<file path="config.mk">
export PLATFORM = sky130hd
export DESIGN_NAME = ifd_forward_decoder
export DESIGN_NICKNAME = d
export VERILOG_FILES = /design/src/logic/ifd_forward_decoder.v /design/src/logic/ifd_hole_match.v /design/src/logic/ifd_region_match.v
export VERILOG_INCLUDE_DIRS = /design/src /design/src/logic
export SDC_FILE = /design/constraint.sdc
export NUM_CORES = 1
export LEC_CHECK = 0
export BUFFER_PORTS_ARGS = -buffer_cell sky130_fd_sc_hd__buf_2
export CORE_ASPECT_RATIO = 1.25
export CORE_MARGIN = 4
export CORE_UTILIZATION = 50
export CTS_CLUSTER_DIAMETER = 50
export CTS_CLUSTER_SIZE = 10
export DETAILED_ROUTE_END_ITERATION = 10
export GPL_TIMING_DRIVEN = 1
export MAX_ROUTING_LAYER = met4
export PLACE_DENSITY = 0.76
export SETUP_SLACK_MARGIN = 0.1
export SKIP_CTS_REPAIR_TIMING = 1
export SLEW_MARGIN = 20
export SYNTH_ARGS = -nofsm -noshare
export SYNTH_HDL_FRONTEND = slang
export SYNTH_SLANG_ARGS = --single-unit
export TNS_END_PERCENT = 5
</file>
<file path="constraint.sdc">
create_clock -name ref_clk -period 3.1 [get_ports ref_clk]
set_input_delay 0.465 -clock ref_clk [delete_from_list [all_inputs] [get_ports ref_clk]]
set_output_delay 0.465 -clock ref_clk [all_outputs]
set_load 0.05 [all_outputs]
</file>
<file path="src/logic/ifd_defs.vh">
// Offsets, reset values and field positions of the forward decoder
`ifndef IFD_DEFS_VH
`define IFD_DEFS_VH

// ------------------------------------------------------------
// Register offsets (printed index; byte address is four times)
// ------------------------------------------------------------
`define IFD_IDX_CONTROL      8'h48
`define IFD_IDX_ROM_ENABLE   8'h49
`define IFD_IDX_HOLE_BOTTOM  8'h4A
`define IFD_IDX_HOLE_TOP     8'h4B
`define IFD_IDX_BOOT_CS      8'h4C

// ------------------------------------------------------------
// Reset values
// ------------------------------------------------------------
`define IFD_RST_CONTROL      8'h01
`define IFD_RST_ROM_ENABLE   8'h00
`define IFD_RST_HOLE_BOTTOM  8'h10
`define IFD_RST_HOLE_TOP     8'h0F
`define IFD_RST_BOOT_CS      8'h00

// ------------------------------------------------------------
// Field positions
// ------------------------------------------------------------
`define IFD_CTL_TOP_HI       7
`define IFD_CTL_TOP_LO       4
`define IFD_CTL_LOW_BIOS     3
`define IFD_CTL_VIDEO        2
`define IFD_CTL_BASE_HI      1
`define IFD_CTL_BASE_LO      0
`define IFD_BOOT_CS_BIT      6

// ------------------------------------------------------------
// Address ranges in 16-Kbyte units (address bits 23:14)
// ------------------------------------------------------------
`define IFD_K16_512K         10'h020
`define IFD_K16_640K         10'h028
`define IFD_K16_768K         10'h030
`define IFD_K16_896K         10'h038
`define IFD_K16_960K         10'h03C
`define IFD_K16_1M           10'h040

`endif

</file>
<file path="src/logic/ifd_forward_decoder.v">
// ISA and DMA memory cycle forward decoder with Avalon-MM registers
`timescale 1ns/1ps
`include "ifd_defs.vh"
module ifd_forward_decoder (
   input  wire        ref_clk,
   input  wire        reset_n,
   // Avalon-MM slave
   input  wire [9:0]  avs_address,
   input  wire        avs_read,
   input  wire        avs_write,
   input  wire [31:0] avs_writedata,
   input  wire [3:0]  avs_byteenable,
   output reg  [31:0] avs_readdata,
   output wire        avs_waitrequest,
   // Memory cycle from an ISA master or DMA
   input  wire        cyc_valid,
   input  wire        cyc_is_dma,
   input  wire [31:0] cyc_addr,
   output wire        cyc_ready,
   output reg         fwd_valid,
   output reg         fwd_to_pci,
   output reg  [31:0] fwd_addr,
   output reg         fwd_in_hole
);

   // ------------------------------------------------------------
   // Register file
   // ------------------------------------------------------------
   reg  [7:0]  control_reg;
   reg  [7:0]  rom_enable_reg;
   reg  [7:0]  hole_bottom_reg;
   reg  [7:0]  hole_top_reg;
   reg  [7:0]  boot_cs_reg;
   reg         ack_reg;
   reg  [31:0] rdata_next;
   reg  [7:0]  pending_cycles_reg;

   wire [7:0]  reg_index;
   wire        access;
   wire        wr_lane0;

   assign reg_index       = avs_address[9:2];
   assign access          = (avs_read | avs_write) & ~ack_reg;
   // One wait state: request stalls until the registered answer
   assign avs_waitrequest = (avs_read | avs_write) & ~ack_reg;
   assign wr_lane0        = avs_write & access & avs_byteenable[0] &
                            (avs_address[1:0] == 2'b00);

   always @(posedge ref_clk) begin
      if (!reset_n) begin
         ack_reg <= 1'b0;
      end else begin
         ack_reg <= access;
      end
   end

   always @(posedge ref_clk) begin
      if (!reset_n) begin
         control_reg     <= `IFD_RST_CONTROL;
         rom_enable_reg  <= `IFD_RST_ROM_ENABLE;
         hole_bottom_reg <= `IFD_RST_HOLE_BOTTOM;
         hole_top_reg    <= `IFD_RST_HOLE_TOP;
         boot_cs_reg     <= `IFD_RST_BOOT_CS;
      end else if (wr_lane0) begin
         case (reg_index)
            `IFD_IDX_CONTROL: begin
               control_reg <= avs_writedata[7:0];
            end
            `IFD_IDX_ROM_ENABLE: begin
               rom_enable_reg <= avs_writedata[7:0];
            end
            `IFD_IDX_HOLE_BOTTOM: begin
               hole_bottom_reg <= avs_writedata[7:0];
            end
            `IFD_IDX_HOLE_TOP: begin
               hole_top_reg <= avs_writedata[7:0];
            end
            `IFD_IDX_BOOT_CS: begin
               boot_cs_reg <= avs_writedata[7:0] &
                              (8'h01 << `IFD_BOOT_CS_BIT);
            end
            default: begin
            end
         endcase
      end
   end

   // Read mux; unmapped indices read as zero
   always @* begin
      rdata_next = 32'h00000000;
      case (reg_index)
         `IFD_IDX_CONTROL: begin
            rdata_next[7:0] = control_reg;
         end
         `IFD_IDX_ROM_ENABLE: begin
            rdata_next[7:0] = rom_enable_reg;
         end
         `IFD_IDX_HOLE_BOTTOM: begin
            rdata_next[7:0] = hole_bottom_reg;
         end
         `IFD_IDX_HOLE_TOP: begin
            rdata_next[7:0] = hole_top_reg;
         end
         `IFD_IDX_BOOT_CS: begin
            rdata_next[7:0] = boot_cs_reg;
         end
         8'h4D: begin
            rdata_next[7:0] = pending_cycles_reg;
         end
         default: begin
            rdata_next = 32'h00000000;
         end
      endcase
   end

   always @(posedge ref_clk) begin
      if (!reset_n) begin
         avs_readdata <= 32'h00000000;
      end else if (avs_read & access) begin
         avs_readdata <= rdata_next;
      end
   end

   // ------------------------------------------------------------
   // Address decode
   // ------------------------------------------------------------
   wire low_hit;
   wire rom_hit;
   wire top_hit;
   wire in_hole;
   wire forward;

   ifd_region_match u_region (
      .addr           (cyc_addr),
      .control        (control_reg),
      .rom_enable     (rom_enable_reg),
      .boot_cs_enable (boot_cs_reg[`IFD_BOOT_CS_BIT]),
      .low_hit        (low_hit),
      .rom_hit        (rom_hit),
      .top_hit        (top_hit)
   );

   ifd_hole_match u_hole (
      .addr        (cyc_addr),
      .hole_bottom (hole_bottom_reg),
      .hole_top    (hole_top_reg),
      .in_hole     (in_hole)
   );

   // ROM blocks forward ISA master cycles only
   assign forward = ~in_hole &
                    (low_hit | top_hit |
                     (rom_hit & ~cyc_is_dma));

   assign cyc_ready = 1'b1;

   // ------------------------------------------------------------
   // Registered decision
   // ------------------------------------------------------------
   always @(posedge ref_clk) begin
      if (!reset_n) begin
         fwd_valid   <= 1'b0;
         fwd_to_pci  <= 1'b0;
         fwd_addr    <= 32'h00000000;
         fwd_in_hole <= 1'b0;
      end else begin
         fwd_valid   <= cyc_valid;
         fwd_to_pci  <= cyc_valid & forward;
         fwd_addr    <= cyc_addr;
         fwd_in_hole <= cyc_valid & in_hole;
      end
   end

   // Count of forwarded cycles, wraps, visible to software
   always @(posedge ref_clk) begin
      if (!reset_n) begin
         pending_cycles_reg <= 8'h00;
      end else if (cyc_valid & forward) begin
         pending_cycles_reg <= pending_cycles_reg + 8'h01;
      end
   end

endmodule

</file>
<file path="src/logic/ifd_hole_match.v">
// Decoder hole comparison against address lines 23 through 16
`timescale 1ns/1ps
module ifd_hole_match (
   input  wire [31:0] addr,
   input  wire [7:0]  hole_bottom,
   input  wire [7:0]  hole_top,
   output wire        in_hole
);

   wire [7:0] addr_64k;
   wire       upper_zero;
   wire       hole_enabled;

   assign addr_64k     = addr[23:16];
   assign upper_zero   = (addr[31:24] == 8'h00);
   assign hole_enabled = (hole_top >= hole_bottom);
   assign in_hole      = hole_enabled & upper_zero &
                         (addr_64k >= hole_bottom) &
                         (addr_64k <= hole_top);

endmodule

</file>
<file path="src/logic/ifd_region_match.v">
// Fixed low-memory and ROM block range decode
`timescale 1ns/1ps
`include "ifd_defs.vh"
module ifd_region_match (
   input  wire [31:0] addr,
   input  wire [7:0]  control,
   input  wire [7:0]  rom_enable,
   input  wire        boot_cs_enable,
   output wire        low_hit,
   output wire        rom_hit,
   output wire        top_hit
);

   wire [9:0] k16;
   wire       below_16m;
   wire       in_base;
   wire       in_ext;
   wire       in_video;
   wire       in_rom;
   wire       in_bios;
   wire [2:0] rom_idx;
   wire [3:0] top_mb;

   assign below_16m = (addr[31:24] == 8'h00);
   assign k16       = addr[23:14];
   assign in_base   = below_16m & (k16 < `IFD_K16_512K);
   assign in_ext    = below_16m & (k16 >= `IFD_K16_512K) &
                      (k16 < `IFD_K16_640K);
   assign in_video  = below_16m & (k16 >= `IFD_K16_640K) &
                      (k16 < `IFD_K16_768K);
   assign in_rom    = below_16m & (k16 >= `IFD_K16_768K) &
                      (k16 < `IFD_K16_896K);
   assign in_bios   = below_16m & (k16 >= `IFD_K16_896K) &
                      (k16 < `IFD_K16_960K);

   // Each ROM block is 16 Kbytes from 768K upward
   assign rom_idx = addr[16:14];

   assign low_hit =
      (in_base  & control[`IFD_CTL_BASE_LO]) |
      (in_ext   & control[`IFD_CTL_BASE_HI]) |
      (in_video & control[`IFD_CTL_VIDEO]) |
      (in_bios  & ~boot_cs_enable &
       control[`IFD_CTL_LOW_BIOS]);

   assign rom_hit = in_rom & rom_enable[rom_idx];

   // Region spans 1 Mbyte up to top, value n meaning n+1 Mbytes
   assign top_mb  = control[`IFD_CTL_TOP_HI:`IFD_CTL_TOP_LO];
   assign top_hit = below_16m & (k16 >= `IFD_K16_1M) &
                    (addr[23:20] <= top_mb) &
                    (addr[23:20] != 4'h0);

endmodule

</file>
==> results.toml, run 1 <==
[sta]
skew_ns = 0.01444
hold_viol = 0
drv_slew = 0
rsz0062_at_grt = "no"
setup_violations = 0
fin_setup_tns_ns = 0
fin_crit_ns = 2.604
worst_pin_slew_ns = 0.7440
finalCritPeriodShare_pct = 83.98
clock.fmax_ghz = 0.3841
max_slew_margin_pct = 49.99

[detailed_routing]
firstDrtPassIters = 5
drtIter0Drc = 163
viasPerCell = 5.207
num_vias = 3551
drc = 0
ant_nets = 0
routedWlPerCell_um = 15.29
routed_wl_um = 10430

[cells_and_area]
nFillCells = 724
nets = 673
fin_area_um2 = 5084
final_core_util_pct = 60.67
diodes = 0
largest_reg_flops = 32
final_common_cell = "buf_2"
area_delta_synth_final_pct = 15.92
mostFrequentLayoutCells = "buf_2 (100), dfxtp_1 (85), mux2i_1 (42)"
layout-drive-gt1-share_pct = 25.49
top_register = "fwd_addr"

[job]
drv_cap = 0

[pwr]
leakage_uw = 0.002205
p_int_uw = 1647
swShare_pct = 27.86
p_per_area_nw_per_um2 = 449.0
pwr-share-comb_pct = 14.4
clkPwrFrac_pct = 36.5
p_sw_uw = 636.0
vdd_ir_drop_max_mv = 0.2717
power_frac_seq_pct = 49.1

[die]
dieWidth_um = 91.77
chipHeight_um = 112.7
dieArea_um2 = 10340
initial_core_util_pct = 52.34
io_pins = 153
coreArea_um2 = 8379
rows = 37

[placed_design]
post_dp_cell_area_um2 = 4877
dp_hpwl_um = 7985
portBuffers = 100
routabilityCongestion = 0.8926

[status]
outcome = "complete, no violations"

[yosys]
syn_area_per_cell_um2 = 9.431
yosys-top-cells-area = "dfxtp_1 (39%), mux2i_1 (9.6%), ha_1 (8.3%)"
yosysSeqAreaShare_pct = 38.80
synth_area_um2 = 4385
ys_types = 55
ys_ff_latch = 85
yosys_warnings = 0
synthFlopType = "dfxtp_1"
synth_cells = 465
yosys.area.top_type = "dfxtp_1"
synth_edf_count = 0
yosysTopAreaCellShare_pct = 38.80
async_reset_ff_share_pct = 0

[critical_path]
reg2reg_from = "hole_top_reg[0]$_SDFFE_PN1P_"
worst-r2r-setup-slack_ns = 0.50
reg2reg_depth = 8
worstPathCellList = "inv_1 > ha_1 > nand2b_1 > a2111oi_0 > o32ai_1 > or2_2 > a211oi_2 > mux2i_1"
critPathMaxStageDelay_ns = 0.61
worst_ep_required_time_ns = 3.39
critPathLaunchType = "flip-flop"
criticalPathCategory = "flip-flop to flip-flop"
cp_slowest_cell = "a2111oi_0"
cp_max_fo = 8
cp-end-kind = "flip-flop"
cp.arrival_ns = 2.89
reg2reg_to = "pending_cycles_reg[3]$_SDFFE_PN0P_"

[clocking]
root_buffer = "clkbuf_8"
numCtsBuffers = 9
cts.path.max_buffers = 2
cts_tree = "built"
htreeDepth = 3
path_clk_slew_ns = 0.09
cts_num_sinks = 85
insertion_delay_ns = 0.35

[global_routing]
grt_start_max_net_pins = 41
grt_pass1_wl_um = 17390
grt_pass1_vias = 3647
grt_antenna_before_repair = 0
track_usage_pct = 21.26
overflow = 0

[min_path]
min_from = "cyc_addr[12]"
holdPathEnd = "fwd_addr[12]$_SDFF_PN0_"
min_path_cells = 2
hold_class = "input port to flip-flop"
[critical path: cells and delay by family (launching register included)]
family | cells | cell delay (ns)
flip-flops | 1 | 0.37
AO/OA/AOI/OAI | 3 | 1.05
buffers and inverters | 1 | 0.07
adder cells (fa/ha/maj) | 1 | 0.27
multiplexers | 1 | 0.21
AND/OR/NAND/NOR | 2 | 0.57
[power groups by stage]
stage | combinational (uW) | clock, uW | sequential [uW]
after floorplan | 175 | 0 | 1230
after global placement | 322 | 0 | 1150
after detailed placement | 329 | 0 | 1150
after CTS | 330 | 844 | 1120
after global routing | 351 | 895 | 1120
final | 329 | 834 | 1120
[cells in the mapped netlist, drive strengths merged, types with 3 or more instances]
cell type,count
dfxtp,85
mux2i,42
nand2,40
nor2,36
and2,35
buf,35
ha,29
inv,28
a21oi,16
nand3,11
clkbuf,10
nand2b,10
o211ai,9
a211oi,7
a2bb2oi,7
a31o,7
o21ai,7
a211o,5
nor2b,5
nor4,5
nor3,4
and3,3
[routing by layer]
metal | wire (um) | share of wire, % | vias to the layer above | track usage [%]
met5 | 0 | 0 | - | -
met3 | 575 | 5.5 | 26 | 3.524
met1 | 4381 | 42 | 1661 | 24.50
li1 | - | - | 1753 | -
met4 | 289 | 2.8 | 0 | 8.523
met2 | 5182 | 50 | 111 | 36.76
[area by class of cell]
class | count | area, um2 | share of cell area [%]
Multi-Input combinational cell | 330 | 2379 | 46.79
Sequential cell | 85 | 1702 | 33.47
Timing Repair Buffer | 106 | 545.5 | 10.73
Tap cell | 117 | 146.4 | 2.880
Clock buffer | 11 | 131.4 | 2.584
Inverter | 28 | 105.1 | 2.067
Clock inverter | 5 | 75.07 | 1.477
[logic make-up after synthesis]
logic type	after synthesis	synth area share, %
other	2	0.1712
muxes	45	10.96
and+or+nand+nor	159	19.77
AOI/OAI and AO/OA	72	13.10
DFF	85	38.80
buffers and inverters	73	8.930
adders and majority gates	29	8.274
[stage by stage]
stage	hold slack (ns)	std cells	total power, uW	setup slack, ns
after floorplan	0.4405	488	1403	0.9564
after global placement	0.4431	666	1468	0.5713
after detailed placement	0.4487	666	1475	0.5178
after CTS	0.3007	682	2294	0.5564
after global routing	0.3004	682	2369	0.3321
final	0.3094	682	2283	0.4965
[how the worst max path moves through the flow]
| stage | end | cells past startpoint | startpoint | slack, ns |
|---|---|---|---|---|
| 2_1_floorplan | pending_cycles_reg[2]$_SDFFE_PN0P_ | 8 | cyc_addr[21] | 0.96 |
| 3_3_place_gp | pending_cycles_reg[7]$_SDFFE_PN0P_ | 8 | cyc_addr[21] | 0.57 |
| 3_5_place_dp | pending_cycles_reg[3]$_SDFFE_PN0P_ | 8 | cyc_addr[21] | 0.52 |
| 4_1_cts | pending_cycles_reg[3]$_SDFFE_PN0P_ | 8 | hole_top_reg[0]$_SDFFE_PN1P_ | 0.56 |
| 5_1_grt | pending_cycles_reg[4]$_SDFFE_PN0P_ | 8 | hole_top_reg[0]$_SDFFE_PN1P_ | 0.33 |
| 6_report | pending_cycles_reg[3]$_SDFFE_PN0P_ | 8 | hole_top_reg[0]$_SDFFE_PN1P_ | 0.50 |
Note: power is estimated with default switching activity, not from simulation.
==> run 2, diff against run 1 <==
==> constraint.sdc (replaced) <==
create_clock -name ref_clk -period 2.4 [get_ports ref_clk]
set_input_delay 0.36 -clock ref_clk [delete_from_list [all_inputs] [get_ports ref_clk]]
set_output_delay 0.36 -clock ref_clk [all_outputs]
set_load 0.05 [all_outputs]
==> results.toml, run 2 (synthesis results as in run 1) <==
[status]
outcome = "complete, no violations"

[die]
rows = 37
io_pins = 153
chipHeight_um = 112.7
initial_core_util_pct = 52.34
dieArea_um2 = 10340
dieWidth_um = 91.77
coreArea_um2 = 8379

[min_path]
min_path_cells = 2
hold_class = "input port to flip-flop"
min_from = "cyc_addr[1]"
holdPathEnd = "fwd_addr[1]$_SDFF_PN0_"

[detailed_routing]
drtIter0Drc = 173
firstDrtPassIters = 4
ant_nets = 0
routed_wl_um = 10820
viasPerCell = 5.215
num_vias = 3614
drc = 0
routedWlPerCell_um = 15.61

[cells_and_area]
largest_reg_flops = 32
layout-drive-gt1-share_pct = 28.30
final_cells = 693
diodes = 0
top_register = "fwd_addr"
final_common_cell = "buf_2"
nets = 685
area_delta_synth_final_pct = 19.63
mostFrequentLayoutCells = "buf_2 (100), dfxtp_1 (82), mux2i_1 (42)"

[critical_path]
critPathMaxStageDelay_ns = 0.35
reg2reg_depth = 8
path_buf_inv = 1
worst-r2r-setup-slack_ns = 0.20
worst_ep_required_time_ns = 2.69
cp_slowest_cell = "dfxtp_2"
cp_max_fo = 8
reg2reg_from = "hole_bottom_reg[5]$_SDFFE_PN0P_"
cp-end-kind = "flip-flop"
criticalPathCategory = "flip-flop to flip-flop"
worstPathCellList = "inv_1 > ha_1 > a211o_1 > a21oi_2 > o211ai_1 > and4b_2 > a211oi_2 > mux2i_1"
startpoint = "hole_bottom_reg[5]$_SDFFE_PN0P_"
cp_top_family = "compound AO/OA/AOI/OAI gates"
cp.arrival_ns = 2.49
reg2reg_to = "pending_cycles_reg[6]$_SDFFE_PN0P_"
critPathLaunchType = "flip-flop"

[pwr]
p_per_area_nw_per_um2 = 585.6
vdd_ir_drop_max_mv = 0.4065
leakage_uw = 0.002269

[placed_design]
routabilityCongestion = 0.8796
dp_slack_ns = -0.1520
dp_hpwl_um = 8220
dpl.cell_count = 677
portBuffers = 100

[global_routing]
use_met2_pct = 36.86
grt_antenna_before_repair = 0
track_usage_pct = 21.42
gr-usage-met1_pct = 24.62
use_met3_pct = 4.388
busiest_layer = "met2"
grt_pass1_vias = 3690
grt_start_max_net_pins = 50
grt_pass1_wl_um = 17370
overflow = 0

[clocking]
insertion_delay_ns = 0.36
root_buffer = "clkbuf_8"
cts.path.max_buffers = 2
htreeDepth = 3
path_clk_slew_ns = 0.09
numCtsBuffers = 9
cts_num_sinks = 85
cts_tree = "built"

[sta]
max_slew_margin_pct = 61.59
finalCritPeriodShare_pct = 91.63
setup_violations = 0
fin_crit_ns = 2.199
skew_ns = 0.01158
hold_viol = 0
rsz0062_at_grt = "no"
fin_setup_tns_ns = 0
clock.fmax_ghz = 0.4547
fin_ws_ns = 0.2008
worst_pin_slew_ns = 0.5755
drv_slew = 0

[job]
drv_cap = 0
run 2: layout make-up:
type                            instances  area [um2]
Fill cell                             706        3133
Clock buffer                           11       131.4
Multi-Input combinational cell        330        2425
Clock inverter                          4       97.59
Sequential cell                        85        1705
Inverter                               28       105.1
Tap cell                              117       146.4
Timing Repair Buffer                  118       635.6
run 2: routing by layer:
metal,vias up,part of all wire (%)
li1,1768,-
met1,1676,41
met2,144,50
met3,26,6.8
met4,0,2.3
met5,-,0
run 2: worst max path at each step:
| stage | to | slack [ns] | cells after the start |
|---|---|---|---|
| after global routing | pending_cycles_reg[2]$_SDFFE_PN0P_ | 0.08 | 9 |
| after detailed placement | pending_cycles_reg[6]$_SDFFE_PN0P_ | -0.15 | 9 |
| final | pending_cycles_reg[6]$_SDFFE_PN0P_ | 0.20 | 8 |
| after floorplan | pending_cycles_reg[2]$_SDFFE_PN0P_ | 0.27 | 9 |
| after global placement | pending_cycles_reg[7]$_SDFFE_PN0P_ | -0.06 | 9 |
| after CTS | pending_cycles_reg[5]$_SDFFE_PN0P_ | -0.17 | 9 |
run 2: where the power goes:
part,internal [uW],total (uW),switching (uW)
Sequential,1440,1450,6.75
Clock,687,1190,506
Combinational,110,433,324
run 2: through the flow:
stage	hold WS [ns]	area (um2)	utilization, %	power [uW]
after global routing	0.1871	5246	62.61	3188
after floorplan	0.4405	4472	-	1813
after global placement	0.4420	4960	59.19	1903
final	0.2019	5246	62.61	3072
after detailed placement	0.4426	4960	59.19	1910
after CTS	0.1927	5189	61.92	3086
